==> config.mk <==
export PLATFORM = sky130hd
export DESIGN_NAME = dpdc_device_control
export DESIGN_NICKNAME = d
export VERILOG_FILES = /design/src/rtl/dpdc_device_control.v
export VERILOG_INCLUDE_DIRS = /design/src /design/src/rtl
export SDC_FILE = /design/constraint.sdc
export NUM_CORES = 1
export LEC_CHECK = 0
export BUFFER_PORTS_ARGS = -buffer_cell sky130_fd_sc_hd__buf_2
export CAP_MARGIN = 20
export CORE_MARGIN = 2
export CORE_UTILIZATION = 44
export CTS_CLUSTER_DIAMETER = 150
export DETAILED_ROUTE_END_ITERATION = 7
export PLACE_DENSITY_LB_ADDON = 0.08
export SLEW_MARGIN = 20
export SYNTH_ARGS = -nofsm -noshare
export SYNTH_HDL_FRONTEND = slang
export SYNTH_SLANG_ARGS = --single-unit
==> constraint.sdc <==
create_clock -name i_ref_clk -period 3.1 [get_ports i_ref_clk]
set_clock_uncertainty 0.2 [all_clocks]
set_input_delay 0.465 -clock i_ref_clk [delete_from_list [all_inputs] [get_ports i_ref_clk]]
set_output_delay 0.465 -clock i_ref_clk [all_outputs]
set_load 0.02 [all_outputs]
==> src/rtl/dpdc_defs.vh <==
// constants for the downstream port device control register
`ifndef DPDC_DEFS_VH
`define DPDC_DEFS_VH

// ********************************************************
// register placement and reset
// ********************************************************
`define DPDC_CTRL_OFFSET 12'h098
`define DPDC_CTRL_RESET 16'h2000
`define DPDC_CTRL_WR_MASK 16'h70ef

// ********************************************************
// field positions
// ********************************************************
`define DPDC_RSVD_BIT 15
`define DPDC_MAX_READ_REQ_SIZE_MSB 14
`define DPDC_MAX_READ_REQ_SIZE_LSB 12
`define DPDC_NO_SNOOP_BIT 11
`define DPDC_AUX_PM_BIT 10
`define DPDC_PHANTOM_BIT 9
`define DPDC_EXT_TAG_BIT 8
`define DPDC_MPS_MSB 7
`define DPDC_MPS_LSB 5
`define DPDC_RELAXED_BIT 4
`define DPDC_UR_EN_BIT 3
`define DPDC_FATAL_EN_BIT 2
`define DPDC_NONFATAL_EN_BIT 1
`define DPDC_CORR_EN_BIT 0

// ********************************************************
// field reset values and size encodings
// ********************************************************
`define DPDC_MAX_READ_REQ_SIZE_RESET 3'h2
`define DPDC_MPS_RESET 3'h0
`define DPDC_RPT_EN_RESET 4'h0
`define DPDC_SIZE_MAX_CODE 3'h5
`define DPDC_SIZE_MIN_BYTES 13'h0080

// ********************************************************
// status flag positions
// ********************************************************
`define DPDC_STS_CORR 0
`define DPDC_STS_NONFATAL 1
`define DPDC_STS_FATAL 2
`define DPDC_STS_UR 3

`endif

==> src/rtl/dpdc_device_control.v <==
// device control register of one downstream port, with error message gating
`timescale 1ns/100ps
`include "dpdc_defs.vh"

// Function
// RQ1 - bit 15 reserved, reads zero
// RQ2 - read request size: writable 3-bit code
// RQ3 - read request size resets to 512 bytes
// RQ4 - read fetch uses request size and cache line
// RQ5 - no snoop enable reads zero
// RQ6 - aux power enable reads zero
// RQ7 - phantom function enable reads zero
// RQ8 - extended tag enable reads zero
// RQ9 - payload size: writable 3-bit code
// RQ10 - payload size resets to 128 bytes
// RQ11 - relaxed ordering enable reads zero
// RQ12 - unsupported request sends nonfatal when enabled
// RQ13 - system error sends fatal when enabled
// RQ14 - system error sends nonfatal when enabled
// RQ15 - system error sends correctable when enabled
// RQ16 - register at 98h, resets to 2000h
// RQ17 - errors logged whatever the enables say
// RQ18 - only size fields and enables store writes
module dpdc_device_control #(
  parameter SIZE_W = 13,
  parameter CLS_W = 8
) (
  input wire i_ref_clk,
  input wire i_sys_rst,
  input wire i_cfg_wr,
  input wire i_cfg_rd,
  input wire [11:0] i_cfg_addr,
  input wire [1:0] i_cfg_be,
  input wire [15:0] i_cfg_wdata,
  input wire [CLS_W-1:0] i_cache_line_size,
  input wire i_ur_event,
  input wire i_fatal_event,
  input wire i_nonfatal_event,
  input wire i_corr_event,
  input wire [3:0] i_status_clr,
  output reg [15:0] o_cfg_rdata,
  output reg o_cfg_rd_valid,
  output reg o_cfg_hit,
  output reg [2:0] o_max_read_req_size,
  output reg [2:0] o_max_payload_size,
  output reg [SIZE_W-1:0] o_read_fetch_bytes,
  output reg [SIZE_W-1:0] o_max_payload_bytes,
  output reg o_msg_err_fatal,
  output reg o_msg_err_nonfatal,
  output reg o_msg_err_corr,
  output reg [3:0] o_err_detected
);

  // ********************************************************
  // helpers
  // ********************************************************

  // reserved codes fall back to the smallest size so a bad program
  // can never let a transfer exceed what the far end accepts
  function [SIZE_W-1:0] size_bytes;
    input [2:0] code;
    begin
      if (code > `DPDC_SIZE_MAX_CODE) begin
        size_bytes = `DPDC_SIZE_MIN_BYTES;
      end else begin
        size_bytes = `DPDC_SIZE_MIN_BYTES << code;
      end
    end
  endfunction

  function [15:0] merge_lanes;
    input [15:0] old_val;
    input [15:0] new_val;
    input [1:0] be;
    reg [15:0] lane_mask;
    begin
      lane_mask = {{8{be[1]}}, {8{be[0]}}} & `DPDC_CTRL_WR_MASK;
      merge_lanes = (old_val & ~lane_mask) | (new_val & lane_mask);
    end
  endfunction

  // a message only leaves when its reporting enable is set
  function gate_msg;
    input evt;
    input en;
    begin
      gate_msg = evt & en;
    end
  endfunction

  // sticky flag: a new event beats a clear in the same cycle, so no
  // error that lands on the clear is ever lost
  function sticky_flag;
    input old_flag;
    input clr;
    input evt;
    begin
      sticky_flag = (old_flag & ~clr) | evt;
    end
  endfunction

  // ********************************************************
  // register storage
  // ********************************************************

  reg [2:0] max_read_req_size_q;
  reg [2:0] max_read_req_size_d;
  reg [2:0] mps_q;
  reg [2:0] mps_d;
  reg [3:0] rpt_en_q;
  reg [3:0] rpt_en_d;
  reg [3:0] err_q;
  reg [3:0] err_d;
  reg [15:0] ctrl_view;
  reg [15:0] ctrl_merged;
  reg [SIZE_W-1:0] fetch_d;
  reg [SIZE_W+2-1:0] cls_bytes;
  reg nonfatal_msg_d;
  wire addr_hit;
  wire wr_hit;

  // the full byte address is compared; an access two bytes higher
  // belongs to the status register next door and must not hit
  assign addr_hit = (i_cfg_addr == `DPDC_CTRL_OFFSET); // RQ16
  assign wr_hit = i_cfg_wr & addr_hit;

  // read view: read-only enables and the reserved top bit are tied low
  // so software probing for optional features finds them absent
  always @* begin
    ctrl_view = 16'h0000;
    ctrl_view[`DPDC_RSVD_BIT] = 1'b0; // RQ1
    ctrl_view[`DPDC_MAX_READ_REQ_SIZE_MSB:`DPDC_MAX_READ_REQ_SIZE_LSB] = max_read_req_size_q; // RQ2
    ctrl_view[`DPDC_NO_SNOOP_BIT] = 1'b0; // RQ5
    ctrl_view[`DPDC_AUX_PM_BIT] = 1'b0; // RQ6
    ctrl_view[`DPDC_PHANTOM_BIT] = 1'b0; // RQ7
    ctrl_view[`DPDC_EXT_TAG_BIT] = 1'b0; // RQ8
    ctrl_view[`DPDC_MPS_MSB:`DPDC_MPS_LSB] = mps_q; // RQ9
    ctrl_view[`DPDC_RELAXED_BIT] = 1'b0; // RQ11
    ctrl_view[`DPDC_UR_EN_BIT:`DPDC_CORR_EN_BIT] = rpt_en_q;
  end

  // write path: lanes merged through the writable mask only
  always @* begin
    ctrl_merged = merge_lanes(ctrl_view, i_cfg_wdata, i_cfg_be); // RQ18
    max_read_req_size_d = max_read_req_size_q;
    mps_d = mps_q;
    rpt_en_d = rpt_en_q;
    if (wr_hit) begin
      max_read_req_size_d = ctrl_merged[`DPDC_MAX_READ_REQ_SIZE_MSB:`DPDC_MAX_READ_REQ_SIZE_LSB]; // RQ2
      mps_d = ctrl_merged[`DPDC_MPS_MSB:`DPDC_MPS_LSB]; // RQ9
      rpt_en_d = ctrl_merged[`DPDC_UR_EN_BIT:`DPDC_CORR_EN_BIT]; // RQ18
    end
  end

  always @(posedge i_ref_clk or posedge i_sys_rst) begin
    if (i_sys_rst) begin
      max_read_req_size_q <= `DPDC_MAX_READ_REQ_SIZE_RESET; // RQ3
    end else begin
      max_read_req_size_q <= max_read_req_size_d;
    end
  end

  always @(posedge i_ref_clk or posedge i_sys_rst) begin
    if (i_sys_rst) begin
      mps_q <= `DPDC_MPS_RESET; // RQ10
    end else begin
      mps_q <= mps_d;
    end
  end

  // enables come up clear so nothing is reported before software asks
  always @(posedge i_ref_clk or posedge i_sys_rst) begin
    if (i_sys_rst) begin
      rpt_en_q <= `DPDC_RPT_EN_RESET; // RQ16
    end else begin
      rpt_en_q <= rpt_en_d;
    end
  end

  // ********************************************************
  // configuration read answer
  // ********************************************************

  // one cycle of latency; every read is answered so the requester never
  // waits on an address this block does not own
  always @(posedge i_ref_clk or posedge i_sys_rst) begin
    if (i_sys_rst) begin
      o_cfg_rd_valid <= 1'b0;
      o_cfg_hit <= 1'b0;
    end else begin
      o_cfg_rd_valid <= i_cfg_rd;
      o_cfg_hit <= (i_cfg_rd | i_cfg_wr) & addr_hit; // RQ16
    end
  end

  // an unmapped read answers zero; data drops back to zero after one
  // cycle so a stale word cannot be mistaken for a later answer
  always @(posedge i_ref_clk or posedge i_sys_rst) begin
    if (i_sys_rst) begin
      o_cfg_rdata <= 16'h0000;
    end else if (i_cfg_rd & addr_hit) begin
      o_cfg_rdata <= ctrl_view; // RQ1
    end else begin
      o_cfg_rdata <= 16'h0000;
    end
  end

  // ********************************************************
  // size limits for the transaction logic
  // ********************************************************

  // cache line size counts dwords; zero means unprogrammed, so the
  // request size alone limits the fetch
  always @* begin
    cls_bytes = {{(SIZE_W-CLS_W){1'b0}}, i_cache_line_size, 2'b00};
    fetch_d = size_bytes(max_read_req_size_q);
    if ((i_cache_line_size != {CLS_W{1'b0}}) && (cls_bytes < {2'b00, fetch_d})) begin
      fetch_d = cls_bytes[SIZE_W-1:0]; // RQ4
    end
  end

  // the codes are copied out a cycle late; consumers that need the
  // field and the byte limit in step should use both outputs together
  always @(posedge i_ref_clk or posedge i_sys_rst) begin
    if (i_sys_rst) begin
      o_max_read_req_size <= `DPDC_MAX_READ_REQ_SIZE_RESET;
      o_max_payload_size <= `DPDC_MPS_RESET;
    end else begin
      o_max_read_req_size <= max_read_req_size_q; // RQ2
      o_max_payload_size <= mps_q; // RQ9
    end
  end

  // byte limits read zero in reset so no transfer can start before the
  // first clock after release
  always @(posedge i_ref_clk or posedge i_sys_rst) begin
    if (i_sys_rst) begin
      o_read_fetch_bytes <= {SIZE_W{1'b0}};
      o_max_payload_bytes <= {SIZE_W{1'b0}};
    end else begin
      o_read_fetch_bytes <= fetch_d; // RQ4
      o_max_payload_bytes <= size_bytes(mps_q); // RQ9
    end
  end

  // ********************************************************
  // error messages and detection flags
  // ********************************************************

  // an unsupported request and a nonfatal event in the same cycle
  // share one message; the root complex only needs one notice
  always @* begin
    nonfatal_msg_d = gate_msg(i_nonfatal_event, rpt_en_q[`DPDC_NONFATAL_EN_BIT]) | // RQ14
                     gate_msg(i_ur_event, rpt_en_q[`DPDC_UR_EN_BIT]); // RQ12
  end

  always @(posedge i_ref_clk or posedge i_sys_rst) begin
    if (i_sys_rst) begin
      o_msg_err_fatal <= 1'b0;
    end else begin
      o_msg_err_fatal <= gate_msg(i_fatal_event, rpt_en_q[`DPDC_FATAL_EN_BIT]); // RQ13
    end
  end

  always @(posedge i_ref_clk or posedge i_sys_rst) begin
    if (i_sys_rst) begin
      o_msg_err_nonfatal <= 1'b0;
    end else begin
      o_msg_err_nonfatal <= nonfatal_msg_d; // RQ12
    end
  end

  // correctable reports are the noisiest, so they have their own enable
  // and never ride on the nonfatal path
  always @(posedge i_ref_clk or posedge i_sys_rst) begin
    if (i_sys_rst) begin
      o_msg_err_corr <= 1'b0;
    end else begin
      o_msg_err_corr <= gate_msg(i_corr_event, rpt_en_q[`DPDC_CORR_EN_BIT]); // RQ15
    end
  end

  // flags are sticky and ignore the enables; a new event beats a clear
  always @* begin
    err_d = err_q;
    err_d[`DPDC_STS_CORR] = sticky_flag(err_q[`DPDC_STS_CORR],
      i_status_clr[`DPDC_STS_CORR], i_corr_event); // RQ17
    err_d[`DPDC_STS_NONFATAL] = sticky_flag(err_q[`DPDC_STS_NONFATAL],
      i_status_clr[`DPDC_STS_NONFATAL], i_nonfatal_event); // RQ17
    err_d[`DPDC_STS_FATAL] = sticky_flag(err_q[`DPDC_STS_FATAL],
      i_status_clr[`DPDC_STS_FATAL], i_fatal_event); // RQ17
    err_d[`DPDC_STS_UR] = sticky_flag(err_q[`DPDC_STS_UR],
      i_status_clr[`DPDC_STS_UR], i_ur_event); // RQ17
  end

  always @(posedge i_ref_clk or posedge i_sys_rst) begin
    if (i_sys_rst) begin
      err_q <= 4'h0;
      o_err_detected <= 4'h0;
    end else begin
      err_q <= err_d;
      o_err_detected <= err_d;
    end
  end

endmodule // dpdc_device_control

==> results of run 1 <==
[synth_stat cells, drive strengths merged, types with 3 or more instances]
| library cell | number |
|---|---|
| dfrtp | 50 |
| nor3 | 3 |
| buf | 16 |
| nor4b | 3 |
| and3 | 11 |
| nor3b | 4 |
| mux2i | 3 |
| a21o | 5 |
| inv | 8 |
| mux2 | 10 |
| and2 | 7 |
| ha | 3 |
[path summary, 6_finish.rpt]
check,end,start,slack (ps)
min reg2reg,o_max_read_req_size[1],flop,220
max in group asynchronous,o_cfg_rdata[1],i_sys_rst,2090
min in group i_ref_clk,err_q[2],i_fatal_event,160
min,o_max_payload_bytes[10],i_sys_rst,100
max reg2reg,o_read_fetch_bytes[9],flop,540
max,o_read_fetch_bytes[9],flop,540
[power breakdown]
group	total [uW]	internal (uW)	switching, uW
Combinational	104	37.6	66.7
Sequential	692	688	3.84
Clock	450	239	211
Total	1250	965	282
[through the flow]
step / hold slack [ps] / std cells / power [uW]
after floorplan: 189 / 161 / 777
after global placement: 205 / 281 / 808
after detailed placement: 210 / 281 / 811
after CTS: 151 / 289 / 1260
after global routing: 157 / 289 / 1300
final: 97.7 / 289 / 1250
[worst max-delay path, cell delays in order (launching register included)]
cell      delay (ps)
dfrtp_1          490
or3b_2           500
ha_1             290
o211ai_1          90
nand2_1           70
a32oi_1          440
buf_4            240
mux2i_1          180
[cell families after synthesis]
family	share of synthesized area [%]
flops	65.0
simple gates	14.0
buf+inv	7.74
mux	7.12
compound gates	4.00
fa+ha+maj	1.87
other cells	0.187
[area by class of cell]
type / instances / area (um2) / area share (%)
multi-input combinational: 83 / 598 / 23.5
timing repair buffer: 86 / 433 / 17.0
clock buffer: 5 / 68.8 / 2.71
sequential: 52 / 1300 / 51.3
inverter: 8 / 31.3 / 1.23
clock inverter: 3 / 42.5 / 1.67
tap: 52 / 65.1 / 2.56
[metal layers]
metal	GRT usage [%]	vias to the layer above
met3	5.49	5
li1	-	646
met2	26.5	67
met1	18.9	639
met4	5.45	0
met5	0	-
==> summary.txt, run 1 <==
STA
  • # setup viols final: 0
  • Setup Total Neg Slack: 0 ps
  • Final Hold Viols: 0
  • Max-slew violation count: 0
  • RSZ-0062 raised after global routing: no
  • Actual slew at the worst max-slew pin: 845 ps
  • Slew HR: 43.6%
  • F_max: 390 MHz
  • Tmin final: 2560 ps
  • Final worst path period share: 82.7%
  • PnR worst setup slack: 536 ps

Finish
  • Share of layout cells above drive strength 1: 47.3%
  • Area Overhead vs Synth: 26.8%
  • Layout fillers: 381
  • Post-route cell area: 0.00254 mm2
  • Core Util, Final: 58.0%
  • Ant. Diodes: 0
  • Most frequent cells in the layout: buf_2, dfrtp_1, conb_1, mux2_2, and3_1
  • Nets: 289
  • Most common cell after layout, fill and taps aside: buf_2

Placed design
  • RePlAce Congestion: 0.743
  • Post-Place Setup Slack: 535 ps
  • Count of buffers from port buffering: 85
  • Placed wire-length estimate: 2900 um
  • Placed cell area: 0.00243 mm2

Synthesis
  • Library cells used by synthesis: 31
  • Synth area leader: dfrtp_1
  • Mapped Cells: 147
  • Synth area leaders: dfrtp_1, buf_4, mux2_2
  • Mapped Area: 0.00200 mm2
  • Area share of the largest cell type after synthesis: 62.4%
  • Register area share after synthesis: 65.0%
  • Register bit total from synthesis: 52
  • Post-synth EDFFs: 0
  • Primary FF master, synth: dfrtp_1
  • Yosys warns: 0
  • Syn Area/Cell: 13.6 um2
  • Asr flop ratio synth: 100%

Power
  • VDD IR max: 0.218 mV
  • Pwr dens: 490 mW/mm2
  • Pleak: 0.00148 uW

Detailed routing
  • Vias: 1357
  • Iter 0 DRT Violations: 88
  • Uppermost layer routed: met4
  • Met1 Wirelength: 1450 um
  • DR pass1 iterations: 4
  • Vias/cell: 4.70
  • Routed WL per cell: 13.2 um
  • # DRC: 0
  • Antenna Nets Post-Route: 0
  • Met3 wire len: 398 um
  • Met2 routed WL: 1940 um
  • Post-Route WL: 3820 um

Floorplanning
  • # rows: 24
  • I/O pin cnt: 107
  • Initial Util: 45.7%
  • Die Area: 0.00511 mm2
  • Core area: 0.00438 mm2
  • Die Width: 71.5 um
  • Die height: 71.5 um

CTS
  • Resize count post-CTS: 0
  • CTS buffer count: 5
  • Longest Clk Path Bufs: 2
  • H-Tree Depth: 2
  • Clock Latency Late Sink: 290 ps
  • CTS Hold Bufs: 0
  • Reg clk slew, reported paths: 90 ps
  • Postcts setup bufs: 0
  • CTS tree: built
  • CTS Sinks: 52
  • Root Driver: clkbuf_8

Critical path
  • Req. time, crit path: 3130 ps
  • Type of origin of the critical path: flop
  • Crit path DAT: 2590 ps
  • Crit Path Class: reg -> reg
  • Crit path max fanout: 9
  • Reg2reg path depth: 7
  • Crit. End Element: flop

GRT
  • First-pass GRT wire length: 6300 um
  • Initial antenna violation count: 0
  • Largest net degree at the start of global routing: 53
  • Vias in the first global route: 1414
  • GRT overflow: 0
  • Total GRT Usage: 15.8%

Hold path
  • Tightest Hold Check Type: in -> async

Run
  • Max Cap Viol: 0

Outcome
  • Outcome: finished, final reports clean
No activity file was read; power rests on OpenSTA's default activity.
==> run 2, diff against run 1 <==
Clock period 3.1 ns to 2.55 ns, I/O delays scaled along.
==> summary.txt, run 2 (synthesis results as in run 1) <==
Outcome
  • Outcome: finished, final reports clean

Critical path
  • Crit-path cells: or3b_2, ha_1, o211ai_1, nand2_1, a32oi_1, buf_4, mux2i_1
  • Crit path max-delay family: simple AND/OR/NAND/NOR gates
  • Crit Path Class: reg -> reg
  • Slowest-stage cell, CP: or3b_2
  • Crit path max fanout: 9
  • Crit path DAT: 2340 ps
  • Crit. End Element: flop
  • Crit-path max cell delay: 500 ps
  • Req. time, crit path: 2570 ps
  • Crit path buf inv count: 1
  • Type of origin of the critical path: flop

Finish
  • Most common cell after layout, fill and taps aside: buf_2
  • Nets: 293
  • Most frequent cells in the layout: buf_2, dfrtp_1, conb_1, mux2_2, and3_1
  • Post-route cell area: 0.00260 mm2
  • Area Overhead vs Synth: 29.8%
  • Share of layout cells above drive strength 1: 47.7%
  • Ant. Diodes: 0
  • Layout fillers: 384

CTS
  • CTS Sinks: 52
  • CTS buffer count: 5
  • Postcts setup bufs: 0
  • Clock Latency Late Sink: 300 ps
  • H-Tree Depth: 2
  • Resize count post-CTS: 0
  • Root Driver: clkbuf_8
  • CTS Hold Bufs: 1
  • Reg clk slew, reported paths: 90 ps
  • Longest Clk Path Bufs: 2
  • CTS tree: built

STA
  • Tmin final: 2320 ps
  • Slew HR: 64.2%
  • Final Hold Viols: 0
  • # setup viols final: 0
  • F_max: 430 MHz
  • Max-slew violation count: 0
  • Setup Total Neg Slack: 0 ps
  • Final worst path period share: 91.2%
  • RSZ-0062 raised after global routing: no
  • Actual slew at the worst max-slew pin: 537 ps

GRT
  • GRT overflow: 0
  • Largest net degree at the start of global routing: 29
  • First-pass GRT wire length: 6390 um
  • Total GRT Usage: 16.2%
  • Initial antenna violation count: 0
  • Vias in the first global route: 1416

Detailed routing
  • Vias: 1345
  • Iter 0 DRT Violations: 55
  • Routed WL per cell: 13.0 um
  • Antenna Nets Post-Route: 0
  • # DRC: 0
  • DR pass1 iterations: 2
  • Vias/cell: 4.59
  • Post-Route WL: 3810 um

Power
  • Sequential share of power: 53.5%
  • Pwr dens: 604 mW/mm2
  • VDD IR max: 0.240 mV
  • Sw Share: 21.5%
  • Pint: 1230 uW
  • Gate power share: 8.5%
  • Total power: 1570 uW
  • Clock power frac: 38.0%
  • Pleak: 0.00151 uW
  • Switching power: 339 uW

Floorplanning
  • I/O pin cnt: 107
  • Core area: 0.00438 mm2
  • Initial Util: 45.7%
  • Die Width: 71.5 um
  • Die height: 71.5 um
  • # rows: 24
  • Die Area: 0.00511 mm2

Hold path
  • Hold path startpoint: i_corr_event
  • Tightest Hold Check Type: in -> reg

Placed design
  • Placed cell area: 0.00246 mm2
  • Count of buffers from port buffering: 85
  • RePlAce Congestion: 0.730
  • Placed wire-length estimate: 2950 um

Run
  • Max Cap Viol: 0
-- run 2: cell count changes in the layout (fill, tap and decap cells not counted) --
cell           change
buf_4              +2
clkbuf_8           +2
clkinv_2           -2
buf_12             +1
clkinvlp_4         -1
dlygate4sd3_1      +1
inv_2              +1
-- run 2: path summary, 6_finish.rpt --
path | end | slack [ps] | depth (start not counted)
worst max-delay path | o_read_fetch_bytes[8] | 230 | 7
worst min-delay path | err_q[0] | 80 | 2
worst max register to register | o_read_fetch_bytes[8] | 230 | 7
worst min register to register | o_max_read_req_size[1] | 220 | 0
max in group asynchronous | async pin | 1080 | 4
min in group asynchronous | async pin | 460 | 3
-- run 2: power groups by stage --
stage                     Sequential (uW)  Clock, uW  Combinational, uW
after floorplan                       874          0               71.5
after global placement                857          0                131
after detailed placement              857          0                135
after CTS                             841        615                136
after global routing                  843        650                148
final                                 841        598                134
-- run 2: metal layers --
metal / vias to the layer above / routed length, um / GRT usage [%]
met5: - / 0 / 0
met4: 0 / 62 / 5.03
met3: 7 / 386 / 7.03
met2: 67 / 1850 / 27.1
met1: 617 / 1520 / 18.9
li1: 654 / - / -
-- run 2: area by class of cell --
cell class	instances	area [um2]	area share, %
inverter	8	30.0	1.15
clock inverter	1	30.0	1.15
timing repair buffer	90	478	18.4
tap	52	65.1	2.50
multi-input combinational	83	598	23.0
sequential	52	1300	50.1
clock buffer	7	96.3	3.70
-- run 2: stage by stage --
stage / setup slack [ps] / hold slack, ps / instances / util [%]
finish: 226 / 76.0 / 293 / 59.3
global route: 110 / 75.9 / 293 / 59.3
CTS: 215 / 70.1 / 293 / 59.3
detailed placement: 247 / 211 / 284 / 56.2
global placement: 290 / 208 / 284 / 56.2
floorplan: 338 / 189 / 161 / -
==> run 3, diff against run 2 <==
Settings changed: CORE_UTILIZATION 44 to 46, CTS_BUF_LIST set to sky130_fd_sc_hd__clkbuf_4.
==> summary.txt, run 3 (synthesis results as in run 1) <==
Outcome
  • Outcome: finished, final reports clean

CTS
  • Clock Latency Late Sink: 370 ps
  • CTS tree: built
  • H-Tree Depth: 2
  • CTS Sinks: 52
  • CTS buffer count: 5
  • Reg clk slew, reported paths: 140 ps
  • Root Driver: clkbuf_4
  • Longest Clk Path Bufs: 2
  • Postcts setup bufs: 0

STA
  • Tmin final: 2350 ps
  • Final worst path period share: 92.2%
  • Hold_ws: 12.1 ps
  • Final Hold Viols: 0
  • F_max: 426 MHz
  • Max-slew violation count: 0
  • Setup Total Neg Slack: 0 ps
  • # setup viols final: 0
  • RSZ-0062 raised after global routing: no

GRT
  • First-pass GRT wire length: 6650 um
  • GRT overflow: 0
  • Total GRT Usage: 17.2%
  • Largest net degree at the start of global routing: 25
  • Vias in the first global route: 1509
  • Initial antenna violation count: 0

Finish
  • Share of layout cells above drive strength 1: 47.5%
  • Register Area: 0.00130 mm2
  • Most common cell after layout, fill and taps aside: buf_2
  • Layout fillers: 363
  • Most frequent cells in the layout: buf_2, dfrtp_1, conb_1, mux2_2, and3_1
  • Nets: 296
  • Ant. Diodes: 0
  • Area Overhead vs Synth: 30.6%
  • Multi-input logic area: 598 um2

Detailed routing
  • Routed WL per cell: 13.3 um
  • Antenna Nets Post-Route: 0
  • Vias/cell: 4.73
  • DR pass1 iterations: 2
  • Vias: 1399
  • Iter 0 DRT Violations: 86
  • # DRC: 0
  • Post-Route WL: 3920 um

Floorplanning
  • Die Width: 70.0 um
  • Core area: 0.00426 mm2
  • I/O pin cnt: 107
  • # rows: 24
  • Die height: 70.0 um
  • Initial Util: 47.0%
  • Die Area: 0.00490 mm2

Critical path
  • Crit-path max cell delay: 510 ps
  • Crit path max-delay family: simple AND/OR/NAND/NOR gates
  • Crit-path cells: or3b_2, ha_1, o211ai_1, nand2_1, a32oi_1, buf_4, mux2i_1
  • Crit path DAT: 2440 ps
  • Crit. End Element: flop
  • Crit Path Class: reg -> reg
  • Crit path buf inv count: 1
  • Slowest-stage cell, CP: or3b_2
  • Req. time, crit path: 2640 ps
  • Type of origin of the critical path: flop
  • Crit path max fanout: 9

Power
  • Switching power: 342 uW
  • Total power: 1640 uW
  • Sequential share of power: 51.5%
  • VDD IR max: 0.394 mV
  • Clock power frac: 40.3%
  • Gate power share: 8.3%
  • Pleak: 0.00152 uW
  • Pint: 1290 uW
  • Pwr dens: 625 mW/mm2
  • Sw Share: 20.9%

Placed design
  • Placed wire-length estimate: 3030 um
  • RePlAce Congestion: 0.826
  • Count of buffers from port buffering: 85

Run
  • Max Cap Viol: 0

Hold path
  • Tightest Hold Check Type: in -> reg
-- run 3: final cells by class --
cell class / instances / share of cell area [%]
Sequential cell: 52 / 49.8
Multi-Input combinational cell: 83 / 22.8
Timing Repair Buffer: 93 / 18.8
Clock inverter: 3 / 3.44
Tap cell: 52 / 2.49
Clock buffer: 5 / 1.43
Inverter: 8 / 1.15
-- run 3: metal layers --
layer  vias to the layer above  GRT usage [%]  wire length, um
li1                        664              -                -
met1                       654           20.4             1570
met2                        70           29.4             1920
met3                        11           4.91              347
met4                         0           7.26               90
met5                         -              0                0
-- run 3: power groups by stage --
stage | clock network, uW | registers [uW] | logic (uW)
floorplan | 0 | 874 | 71.5
global placement | 0 | 857 | 129
detailed placement | 0 | 857 | 134
CTS | 673 | 842 | 137
global route | 702 | 844 | 150
finish | 659 | 842 | 135
-- run 3: worst paths after layout --
check | startpoint | to | slack, ps | depth (start not counted)
worst max register to register | flop | o_read_fetch_bytes[8] | 200 | 7
worst min-delay path | i_ur_event | err_q[3] | 10 | 2
min in group asynchronous | i_sys_rst | o_max_payload_size[1] | 350 | 3
worst min register to register | flop | o_max_read_req_size[1] | 240 | 0
max in group asynchronous | i_sys_rst | async pin | 1170 | 4
worst max-delay path | flop | o_read_fetch_bytes[8] | 200 | 7
-- run 3: through the flow --
| stage | worst slack, ps | utilization [%] | std cells | area, um2 |
|---|---|---|---|---|
| 2_1_floorplan | 338 | - | 161 | 2060 |
| 3_3_place_gp | 282 | 57.7 | 285 | 2460 |
| 3_5_place_dp | 226 | 57.7 | 285 | 2460 |
| 4_1_cts | 180 | 61.4 | 296 | 2620 |
| 5_1_grt | 26.8 | 61.4 | 296 | 2620 |
| 6_report | 200 | 61.4 | 296 | 2620 |
-- run 3: what timing repair did --
item                      CTS  global route
hold endpoints to repair   24             0
gates resized for setup     0             0
hold buffers                3             0
